[src/iep_regs.svh]
// Register map, field positions and reset values of the interrupt enable/priority block.
// Assumes a 32-bit AXI4-Lite slave with byte addresses in the low 8 bits.
// Overview of operation
// Calendar enable at bit 14, group three
// Second I2C master bit 2, slave bit 1
// Charge-time enable bit 13, low-voltage bit 8
// Checksum bit 3, serial errors bits 2, 1
// Group five holds only the USB enable, bit 6
// Enable one forwards request, zero blocks it
// Code 111 is level 7, highest
// Code 001 is level 1, lowest active
// Code 000 disables the source completely; the code only keeps it off core_req, irq still follows flag and mask
// Priority fields reset to binary 100
// Enable bits reset to zero
// Unimplemented bits ignore writes, read zero
// Group zero: timer, compare, capture, external fields
// Group one: timer, compare, capture; low nibble empty
// Group two: receiver, spi event, fault, timer
// Flag reads one once request has occurred
// Highest level wins, lowest index breaks ties
`ifndef IEP_REGS_SVH
`define IEP_REGS_SVH
`define IEP_OFF_EN3 8'h00
`define IEP_OFF_EN4 8'h04
`define IEP_OFF_EN5 8'h08
`define IEP_OFF_PR0 8'h0C
`define IEP_OFF_PR1 8'h10
`define IEP_OFF_PR2 8'h14
`define IEP_OFF_STAT 8'h18
`define IEP_OFF_MASK 8'h1C
`define IEP_OFF_VEC 8'h20
`define IEP_LAY_EN3 16'h4006
`define IEP_LAY_EN4 16'h210E
`define IEP_LAY_EN5 16'h0040
`define IEP_LAY_PR0 16'h7777
`define IEP_LAY_PR1 16'h7770
`define IEP_LAY_PR2 16'h7777
`define IEP_RST_EN 16'h0000
`define IEP_RST_PR0 16'h4444
`define IEP_RST_PR1 16'h4440
`define IEP_RST_PR2 16'h4444
`define IEP_B_CAL 14
`define IEP_B_I2CM 2
`define IEP_B_I2CS 1
`define IEP_B_CTM 13
`define IEP_B_LVD 8
`define IEP_B_CRC 3
`define IEP_B_SBERR 2
`define IEP_B_SAERR 1
`define IEP_B_USB 6
`define IEP_F3 12
`define IEP_F2 8
`define IEP_F1 4
`define IEP_F0 0
`define IEP_RESP_OKAY 2'h0
`define IEP_RESP_SLVERR 2'h2
`endif

[src/iep_pkg.sv]
// Types shared by the interrupt enable/priority block.
// Assumes nothing beyond a SystemVerilog compiler.
package iep_pkg;
  typedef struct packed {
    logic valid;
    logic [2:0] level;
    logic [4:0] src;
  } iep_core_req_t;
endpackage : iep_pkg

[src/iep_ctrl.sv]
// Interrupt enable and priority registers with request flags and core arbitration.
// Assumes peripheral requests and external enables arrive on aclk; AXI4-Lite slave.
//
// The implementer's own choices: the AXI4-Lite register port and the register offsets.
`timescale 1ns/1ps
`default_nettype none
`include "iep_regs.svh"
module iep_ctrl
  import iep_pkg::*;
#(
  parameter logic [2:0] FIXED_PRIO = 3'h4
) (
  input wire logic aclk,
  input wire logic aresetn,
  input wire logic [7:0] awaddr,
  input wire logic awvalid,
  output logic awready,
  input wire logic [31:0] wdata,
  input wire logic [3:0] wstrb,
  input wire logic wvalid,
  output logic wready,
  output logic [1:0] bresp,
  output logic bvalid,
  input wire logic bready,
  input wire logic [7:0] araddr,
  input wire logic arvalid,
  output logic arready,
  output logic [31:0] rdata,
  output logic [1:0] rresp,
  output logic rvalid,
  input wire logic rready,
  input wire logic [19:0] irq_req,
  input wire logic [10:0] prio_src_en,
  output logic irq,
  output iep_core_req_t core_req
);
  localparam int NSRC = 20;

  logic [15:0] en3_r, en4_r, en5_r;
  logic [15:0] pr0_r, pr1_r, pr2_r;
  logic [19:0] flag_r, mask_r;
  logic aw_hold_r, w_hold_r, bvalid_r, rvalid_r;
  logic [7:0] waddr_r;
  logic [31:0] wdata_r, rdata_r;
  logic [3:0] wstrb_r;
  logic [1:0] bresp_r, rresp_r;
  iep_core_req_t core_r;
  logic wr_go, wr_hit, rd_take, rd_hit, rd_clr;
  logic [31:0] rd_word, wbm;
  logic [19:0] en_vec;
  logic [2:0] prio_vec [NSRC];
  logic [2:0] lvl [NSRC];
  logic [3*NSRC-1:0] prio_flat;
  logic [2:0] best_lvl;
  logic [4:0] best_src;

  function automatic logic [15:0] upd16(input logic [15:0] old, input logic [15:0] lay);
    upd16 = ((old & ~wbm[15:0]) | (wdata_r[15:0] & wbm[15:0])) & lay;
  endfunction : upd16

  assign awready = !aw_hold_r;
  assign wready = !w_hold_r;
  assign bvalid = bvalid_r;
  assign bresp = bresp_r;
  assign arready = !rvalid_r;
  assign rvalid = rvalid_r;
  assign rdata = rdata_r;
  assign rresp = rresp_r;
  assign core_req = core_r;
  assign wbm = {{8{wstrb_r[3]}}, {8{wstrb_r[2]}}, {8{wstrb_r[1]}}, {8{wstrb_r[0]}}};
  // Write waits for both halves and for the previous response to drain
  assign wr_go = aw_hold_r && w_hold_r && !bvalid_r;
  assign rd_take = arvalid && !rvalid_r;
  assign rd_clr = rd_take && (araddr == `IEP_OFF_STAT);

  // Address and data channels are taken independently, in either order
  always_ff @(posedge aclk) begin
    if (!aresetn) begin
      aw_hold_r <= 1'b0;
      w_hold_r <= 1'b0;
      waddr_r <= 8'h00;
      wdata_r <= 32'h0000_0000;
      wstrb_r <= 4'h0;
    end else begin
      if (awvalid && !aw_hold_r) begin
        aw_hold_r <= 1'b1;
        waddr_r <= awaddr;
      end else if (wr_go) begin
        aw_hold_r <= 1'b0;
      end
      if (wvalid && !w_hold_r) begin
        w_hold_r <= 1'b1;
        wdata_r <= wdata;
        wstrb_r <= wstrb;
      end else if (wr_go) begin
        w_hold_r <= 1'b0;
      end
    end
  end

  always_comb begin
    unique case (waddr_r)
      `IEP_OFF_EN3, `IEP_OFF_EN4, `IEP_OFF_EN5, `IEP_OFF_PR0, `IEP_OFF_PR1,
      `IEP_OFF_PR2, `IEP_OFF_MASK: wr_hit = 1'b1;
      default: wr_hit = 1'b0;
    endcase
  end

  always_ff @(posedge aclk) begin
    if (!aresetn) begin
      bvalid_r <= 1'b0;
      bresp_r <= `IEP_RESP_OKAY;
    end else if (wr_go) begin
      bvalid_r <= 1'b1;
      bresp_r <= wr_hit ? `IEP_RESP_OKAY : `IEP_RESP_SLVERR;
    end else if (bready) begin
      bvalid_r <= 1'b0;
    end
  end

  // Enable registers; unimplemented positions are masked off on write
  always_ff @(posedge aclk) begin
    if (!aresetn) begin
      // enables start cleared
      en3_r <= `IEP_RST_EN;
      en4_r <= `IEP_RST_EN;
      en5_r <= `IEP_RST_EN;
    end else if (wr_go) begin
      // group three layout
      if (waddr_r == `IEP_OFF_EN3) en3_r <= upd16(en3_r, `IEP_LAY_EN3);
      // group four layout
      if (waddr_r == `IEP_OFF_EN4) en4_r <= upd16(en4_r, `IEP_LAY_EN4);
      // group five layout
      if (waddr_r == `IEP_OFF_EN5) en5_r <= upd16(en5_r, `IEP_LAY_EN5);
    end
  end

  always_ff @(posedge aclk) begin
    if (!aresetn) begin
      // fields start at binary 100
      pr0_r <= `IEP_RST_PR0;
      pr1_r <= `IEP_RST_PR1;
      pr2_r <= `IEP_RST_PR2;
    end else if (wr_go) begin
      // group zero fields
      if (waddr_r == `IEP_OFF_PR0) pr0_r <= upd16(pr0_r, `IEP_LAY_PR0);
      // group one fields
      if (waddr_r == `IEP_OFF_PR1) pr1_r <= upd16(pr1_r, `IEP_LAY_PR1);
      // group two fields
      if (waddr_r == `IEP_OFF_PR2) pr2_r <= upd16(pr2_r, `IEP_LAY_PR2);
    end
  end

  always_ff @(posedge aclk) begin
    if (!aresetn) begin
      mask_r <= 20'h00000;
    end else if (wr_go && waddr_r == `IEP_OFF_MASK) begin
      mask_r <= (mask_r & ~wbm[19:0]) | (wdata_r[19:0] & wbm[19:0]);
    end
  end

  // sticky flags; a request in the clearing cycle survives
  always_ff @(posedge aclk) begin
    if (!aresetn) begin
      flag_r <= 20'h00000;
    end else if (rd_clr) begin
      flag_r <= irq_req;
    end else begin
      flag_r <= flag_r | irq_req;
    end
  end

  assign irq = |(flag_r & mask_r);

  always_comb begin
    rd_hit = 1'b1;
    unique case (araddr)
      `IEP_OFF_EN3: rd_word = {16'h0000, en3_r};
      `IEP_OFF_EN4: rd_word = {16'h0000, en4_r};
      `IEP_OFF_EN5: rd_word = {16'h0000, en5_r};
      `IEP_OFF_PR0: rd_word = {16'h0000, pr0_r};
      `IEP_OFF_PR1: rd_word = {16'h0000, pr1_r};
      `IEP_OFF_PR2: rd_word = {16'h0000, pr2_r};
      `IEP_OFF_STAT: rd_word = {12'h000, flag_r};
      `IEP_OFF_MASK: rd_word = {12'h000, mask_r};
      `IEP_OFF_VEC: rd_word = {23'h000000, core_r};
      default: begin
        rd_word = 32'h0000_0000;
        rd_hit = 1'b0;
      end
    endcase
  end

  always_ff @(posedge aclk) begin
    if (!aresetn) begin
      rvalid_r <= 1'b0;
      rdata_r <= 32'h0000_0000;
      rresp_r <= `IEP_RESP_OKAY;
    end else if (rd_take) begin
      rvalid_r <= 1'b1;
      rdata_r <= rd_word;
      rresp_r <= rd_hit ? `IEP_RESP_OKAY : `IEP_RESP_SLVERR;
    end else if (rready) begin
      rvalid_r <= 1'b0;
    end
  end

  // Sources 0-10 take their enable from elsewhere; 11-19 use a fixed level
  assign en_vec = {en5_r[`IEP_B_USB], en4_r[`IEP_B_SAERR], en4_r[`IEP_B_SBERR],
                   en4_r[`IEP_B_CRC], en4_r[`IEP_B_LVD], en4_r[`IEP_B_CTM],
                   en3_r[`IEP_B_I2CS], en3_r[`IEP_B_I2CM], en3_r[`IEP_B_CAL], prio_src_en};

  always_comb begin
    prio_vec[0] = pr0_r[`IEP_F3 +: 3];
    prio_vec[1] = pr0_r[`IEP_F2 +: 3];
    prio_vec[2] = pr0_r[`IEP_F1 +: 3];
    prio_vec[3] = pr0_r[`IEP_F0 +: 3];
    prio_vec[4] = pr1_r[`IEP_F3 +: 3];
    prio_vec[5] = pr1_r[`IEP_F2 +: 3];
    prio_vec[6] = pr1_r[`IEP_F1 +: 3];
    prio_vec[7] = pr2_r[`IEP_F3 +: 3];
    prio_vec[8] = pr2_r[`IEP_F2 +: 3];
    prio_vec[9] = pr2_r[`IEP_F1 +: 3];
    prio_vec[10] = pr2_r[`IEP_F0 +: 3];
    for (int k = 11; k < NSRC; k++) begin
      prio_vec[k] = FIXED_PRIO;
    end
  end

  for (genvar g = 0; g < NSRC; g++) begin : g_qual
    // Flat copy so an assertion can index the past fields by the current winner
    assign prio_flat[3*g +: 3] = prio_vec[g];
    iep_src_qual u_qual (
      .req_flag(flag_r[g]),
      .enable(en_vec[g]),
      .prio(prio_vec[g]),
      .level(lvl[g])
    );
  end

  // numeric compare; scanning down with >= lets lowest index win
  always_comb begin
    best_lvl = 3'h0;
    best_src = 5'h00;
    for (int i = NSRC - 1; i >= 0; i--) begin
      if (lvl[i] != 3'h0 && lvl[i] >= best_lvl) begin
        best_lvl = lvl[i];
        best_src = 5'(i);
      end
    end
  end

  // Registered so the core sees a glitch-free vector, one cycle behind the flags
  always_ff @(posedge aclk) begin
    if (!aresetn) begin
      core_r <= '0;
    end else begin
      core_r.valid <= (best_lvl != 3'h0);
      core_r.level <= best_lvl;
      core_r.src <= best_src;
    end
  end
endmodule : iep_ctrl
`default_nettype wire

[src/iep_src_qual.sv]
// Per-source qualifier: turns flag, enable and priority into a request level.
// Assumes all inputs come from flip-flops on the same clock.
`timescale 1ns/1ps
`default_nettype none
module iep_src_qual (
  input wire logic req_flag,
  input wire logic enable,
  input wire logic [2:0] prio,
  output logic [2:0] level
);
  // Enable and zero code gate the source
  assign level = (req_flag && enable) ? prio : 3'h0;
endmodule : iep_src_qual
`default_nettype wire

[config.mk]
export PLATFORM = sky130hd
export DESIGN_NAME = iep_ctrl
export DESIGN_NICKNAME = d
export VERILOG_FILES = /design/src/iep_pkg.sv /design/src/iep_ctrl.sv /design/src/iep_src_qual.sv
export VERILOG_INCLUDE_DIRS = /design/src
export SDC_FILE = /design/constraint.sdc
export NUM_CORES = 1
export LEC_CHECK = 0
export ABC_AREA = 1
export ABC_CLOCK_PERIOD_IN_PS = 12900
export BUFFER_PORTS_ARGS = -buffer_cell sky130_fd_sc_hd__buf_2
export CORE_MARGIN = 3
export CORE_UTILIZATION = 55
export CTS_CLUSTER_DIAMETER = 30
export CTS_CLUSTER_SIZE = 20
export DETAILED_ROUTE_END_ITERATION = 8
export GPL_TIMING_DRIVEN = 0
export PLACE_DENSITY = 0.79
export SYNTH_ARGS = -nofsm -noshare
export SYNTH_HDL_FRONTEND = slang
export SYNTH_SLANG_ARGS = --single-unit
[constraint.sdc]
create_clock -name aclk -period 12.9 [get_ports aclk]
set_input_delay 0 -clock aclk [delete_from_list [all_inputs] [get_ports aclk]]
set_output_delay 0 -clock aclk [all_outputs]
set_load 0.01 [all_outputs]
==> out/metrics.csv, run 1 <==
metric,value,unit
outcome,"complete, no violations",
syn_avg_cell_area,7.08,um^2
clkLatencyLatePin,0.42,ns
initial_core_util,56.8,%
hold_ws,0.0549,ns
h-tree-depth,4,
worst_setup_path_end_kind,flip-flop,
cpMaxStageDelayCell,dfxtp_1,
critPathLaunchType,flip-flop,
syn_inst,1075,
multi_input_area,3950,um^2
ys_warn_count,0,
netlist.area_leader.share,38.9,%
n_fill_cell,1071,
fmax,82.8,MHz
drive_gt1_share,18.5,%
track_usage,34.9,%
yosysSeqAreaShare,38.9,%
port_buffers,113,
cap_viol_max_count,0,
cts_tree,built,
ant_nets,0,
drt_iter0_markers,1020,
root_buffer,clkbuf_16,
cp_data_arrival_time,12.44,ns
ff_latch_area,2960,um^2
tightestPinTransition,1.07,ns
design_area,9820,um^2
skew,0.0130,ns
p_leak,4.42,nW
cp_data_required_time,13.26,ns
dp_hpwl,19300,um
clockBufferDepth,2,
final_common_cell,nand2_1,
dpl_cell_area,8450,um^2
period_minus_slack,12.07,ns
p_per_area,122,nW/um^2
synth_top_area_cell,dfxtp_1,
syn-cell-area,7620,um^2
fin_nets,1399,
final_cell_mix,"nand2_1, inv_1, dfxtp_1",
ys_ff_latch,148,
dp_cells,1377,
setup_tns,0,ns
peakVddDrop,0.114,mV
final_cells,1476,
die_height,124,um
crit_top_cell,nand2_1,
clk_pin_slew_worst_paths,0.07,ns
core,13400,um^2
cts_made_buffers,17,
synthTopCellsByArea,"dfxtp_1, nand2_1, inv_1",
slew_headroom,28.3,%
crit_fanout,7,
overflow,0,
cts.sinks,148,
antenna_cells,0,
yosys.cell_types.count,44,
grt_pass1_vias,7700,
setup_viol,0,
setup.worst_path.class,reg -> reg,
slowest_delay,0.37,ns
grt_max_degree,17,
slew_viol_final,0,
dr.pass1.iters,6,
antenna_found_initial,1,
via_per_inst,5.63,
rows,42,
die_area,15300,um^2
post_drt_wl_per_cell,17.9,um
finalPower,0.00120,W
areaGrowthSynthToFinish,28.9,%
route.detailed.drc,0,
grt_pass1_wl,40600,um
min_period_over_period,93.6,%
fp.dieW,124,um
hold_violations,0,
vias,8310,
wl,26500,um
hold_class,in -> reg,
gp_congestion,1.00,
ioPinCount,141,
worst max-delay path, delay by kind of cell (launching register included):
kind,cells,cell delay (ns)
AO/OA/AOI/OAI,18,2.42
adder cells (fa/ha/maj),11,3.01
buffers and inverters,15,1.04
flip-flops,1,0.37
AND/OR/NAND/NOR,51,5.11
final timing paths:
| path | endpoint | cells past startpoint | startpoint | slack [ns] |
|---|---|---|---|---|
| hold / removal | bresp[1] | 3 | aresetn | 0.05 |
| setup / recovery | core_req[8] | 95 | flag_r[12] | 0.83 |
| hold reg to reg | rdata[2] | 2 | rdata[2] | 0.46 |
| setup reg to reg | core_req[8] | 95 | flag_r[12] | 0.83 |
report_power, final:
| group | total [W] | switching (W) | internal (W) |
|---|---|---|---|
| combinational | 0.000152 | 0.0000894 | 0.0000623 |
| clock | 0.000550 | 0.000200 | 0.000350 |
| sequential | 0.000496 | 0.0000215 | 0.000475 |
| total | 0.00120 | 0.000311 | 0.000887 |
per-stage QoR:
step	utilization (%)	worst slack (ns)
finish	73.3	0.826
global route	73.3	-0.127
CTS	72.0	0.152
detailed placement	63.1	0.190
global placement	63.1	0.487
floorplan	-	1.74
logic make-up after synthesis:
| logic type | share of synthesized area, % |
|---|---|
| AND/OR/NAND/NOR | 24.9 |
| AO/OA/AOI/OAI | 21.7 |
| flip-flops | 38.9 |
| buffers and inverters | 10.9 |
| other | 0.0492 |
| adder cells (fa/ha/maj) | 3.61 |
per-layer routing:
layer	track usage [%]	share of wire [%]	wire, um
met5	0	0	0
met4	16.0	4.5	1180
met3	7.58	10	2710
met1	45.5	40	10600
met2	55.3	45	12000
repair_timing:
| action | in CTS | in global routing |
|---|---|---|
| buffers inserted | 0 | 12 |
| hold buffers | 55 | 0 |
| resized for setup | 0 | 27 |
| hold endpoints to repair | 55 | 0 |
| endpoints found under the setup margin | 0 | 9 |
layout make-up:
type | count | share of cell area, %
timing repair buffer | 180 | 12.3
clock inverter | 11 | 2.01
buffer | 45 | 2.29
clock buffer | 21 | 4.59
multi-input combinational | 735 | 40.2
inverter | 160 | 6.13
tap | 176 | 2.24
sequential | 148 | 30.2
Yosys cell counts (all sizes together):
cell type,number
ha,22
and2,5
o21a,1
o22ai,14
o21ai,108
clkinv,2
nand4,7
a31oi,10
a21o,1
a211oi,8
inv,158
nor2,129
a2111oi,1
o221ai,5
a221o,1
nand3,51
a21oi,108
a221oi,7
conb,1
o31ai,3
dfxtp,148
a22oi,1
o211ai,17
o2111ai,3
o41ai,1
buf,16
nor4,6
nor3,13
or2,1
nand2,198
clkbuf,29
Power figures use the tool's default switching activity.
==> run 2: changes to the inputs <==
ABC_AREA = 0   (was 1)
==> out/metrics.csv, run 2 <==
metric,value,unit
syn_avg_cell_area,8.05,um^2
slowest_delay,0.41,ns
root_buffer,clkbuf_16,
fmax,72.5,MHz
h-tree-depth,4,
r2r_start,flag_r[14],
ys.flop_type,dfxtp_1,
p_leak,4.66,nW
ioPinCount,141,
swShare,27.3,%
hold_violations,0,
dpl_cell_area,8640,um^2
ant_nets,0,
path_delay_family,compound AO/OA/AOI/OAI gates,
fp.dieW,124,um
clk_pin_slew_worst_paths,0.06,ns
fin_util,81.3,%
clockBufferDepth,2,
gp_congestion,1.05,
overflow,0,
slew_viol_final,0,
yosys.area_share.simple,23.7,%
die_area,15400,um^2
ys_ff_latch,148,
cts_made_buffers,17,
rows,42,
synth_top_area_cell,dfxtp_1,
critPathLaunch,flag_r[14],
synth-compound-area-share,20.4,%
synth_common_cells,"dfxtp_1, nand2_1, nor2_1",
ys_warn_count,0,
areaGrowthSynthToFinish,42.4,%
outcome,"complete, but fails checks",
track_usage,37.3,%
vias,8839,
initial_core_util,57.1,%
min_period_over_period,107,%
synth_adder_area_share,3.73,%
netlist.area_leader.share,38.7,%
antenna_found_initial,0,
port_buffers,112,
hp-start,prio_src_en[1],
dr.pass1.iters,6,
p_int,0.000868,W
setup_viol,9,
setup_ws,-0.884,ns
synth-xor-area-share,0,%
violations,setup timing,
wl,30200,um
grt_pass1_wl,43400,um
crit_fanout,6,
synth_enable_flop_cells,0,
hold_class,in -> reg,
yosysSeqAreaShare,38.7,%
tightestPinTransition,1.15,ns
antenna_cells,0,
post_drt_wl_per_cell,21.4,um
drt_iter0_markers,1176,
slew_headroom,22.4,%
worst_setup_path_end_kind,flip-flop,
core,13400,um^2
dp_cells,1251,
fin_nets,1335,
synthTopCellsByArea,"dfxtp_1, mux2i_1, a21oi_1",
via_per_inst,6.26,
hold_ws,0.211,ns
die_height,124,um
peakVddDrop,0.106,mV
final_common_cell,dfxtp_1,
dp_hpwl,19200,um
yosys.cell_types.count,70,
critPathLaunchType,flip-flop,
final_cell_mix,"dfxtp_1, nand2_1, nor2_1",
seqPwrFrac,41.4,%
cp_data_required_time,13.23,ns
clkLatencyLatePin,0.43,ns
syn_inst,950,
setup_tns,-7.27,ns
synth_most_common_cell,dfxtp_1,
setup.worst_path.class,reg -> reg,
skew,0.00762,ns
design_area,10900,um^2
pwr-share-clk,44.4,%
power.switching,0.000326,W
critPathBufInv,3,
syn-cell-area,7650,um^2
synth_top_family_by_area,simple AND/OR/NAND/NOR gates,
cp_data_arrival_time,14.12,ns
drive_gt1_share,29.2,%
muxShareOfSynthArea,9.23,%
ys_async_sr_fraction,0,%
power_frac_comb,14.1,%
cts_tree,built,
grt_pass1_vias,8072,
period_minus_slack,13.78,ns
cts.sinks,148,
grt_max_degree,17,
route.detailed.drc,0,
rsz0062_at_grt,yes,
cpMaxStageDelayCell,or3_4,
cap_viol_max_count,0,
final_cells,1412,
p_per_area,110,nW/um^2
-- run 2: worst paths after layout --
path              cells after the start     endpoint  slack (ns)
setup / recovery                     81  core_req[5]       -0.88
setup reg to reg                     81  core_req[5]       -0.88
hold reg to reg                       2  wdata_r[17]        0.46
hold / removal                        4  core_req[5]        0.21
-- run 2: stage by stage --
step                power (W)  setup WS, ns
finish                0.00119        -0.884
global route          0.00122         -1.46
CTS                   0.00117        -0.282
detailed placement   0.000617         -1.61
global placement     0.000615         -1.46
floorplan            0.000571       0.00871
-- run 2: cell families after synthesis --
logic type	after synthesis
AOI/OAI and AO/OA	236
adders and majority gates	23
buffers and inverters	70
DFF	148
muxes	70
other	1
and+or+nand+nor	402
-- run 2: metal layers --
metal / track usage [%] / share of wire (%) / vias to the layer above
met1: 45.2 / 37 / 4124
met4: 16.1 / 5.4 / 0
li1: - / - / 3923
met3: 9.31 / 11 / 174
met5: 0 / 0 / -
met2: 62.7 / 47 / 618
-- run 2: cell type report --
type	instances	area [um^2]
sequential	148	2990
inverter	21	78.8
clock inverter	12	168
tap	176	220
multi-input combinational	745	5050
buffer	49	236
clock buffer	20	457
timing repair buffer	241	1690
fill	867	2510
-- run 2: power by group through the flow --
stage / sequential, W / clock, W / combinational [W]
floorplan: 0.000494 / 0 / 0.0000768
CTS: 0.000493 / 0.000526 / 0.000150
global placement: 0.000503 / 0 / 0.000112
detailed placement: 0.000503 / 0 / 0.000114
finish: 0.000495 / 0.000531 / 0.000169
global route: 0.000495 / 0.000546 / 0.000180
-- run 2: timing repair --
item                                   CTS  global route
pin swaps                               54            54
hold buffers                            57             0
setup endpoints to repair                9             9
buffers inserted                        52            21
resized for setup                       72            38
endpoints found under the hold margin   56             0
-- run 2: worst reg2reg max path: cells and delay by family, from the launching register on --
family / cells / cell delay (ns)
AND/OR/NAND/NOR: 27 / 3.55
multiplexers: 2 / 0.49
AO/OA/AOI/OAI: 38 / 6.14
buffers and inverters: 3 / 0.33
flip-flops: 1 / 0.36
adder cells (fa/ha/maj): 11 / 2.81
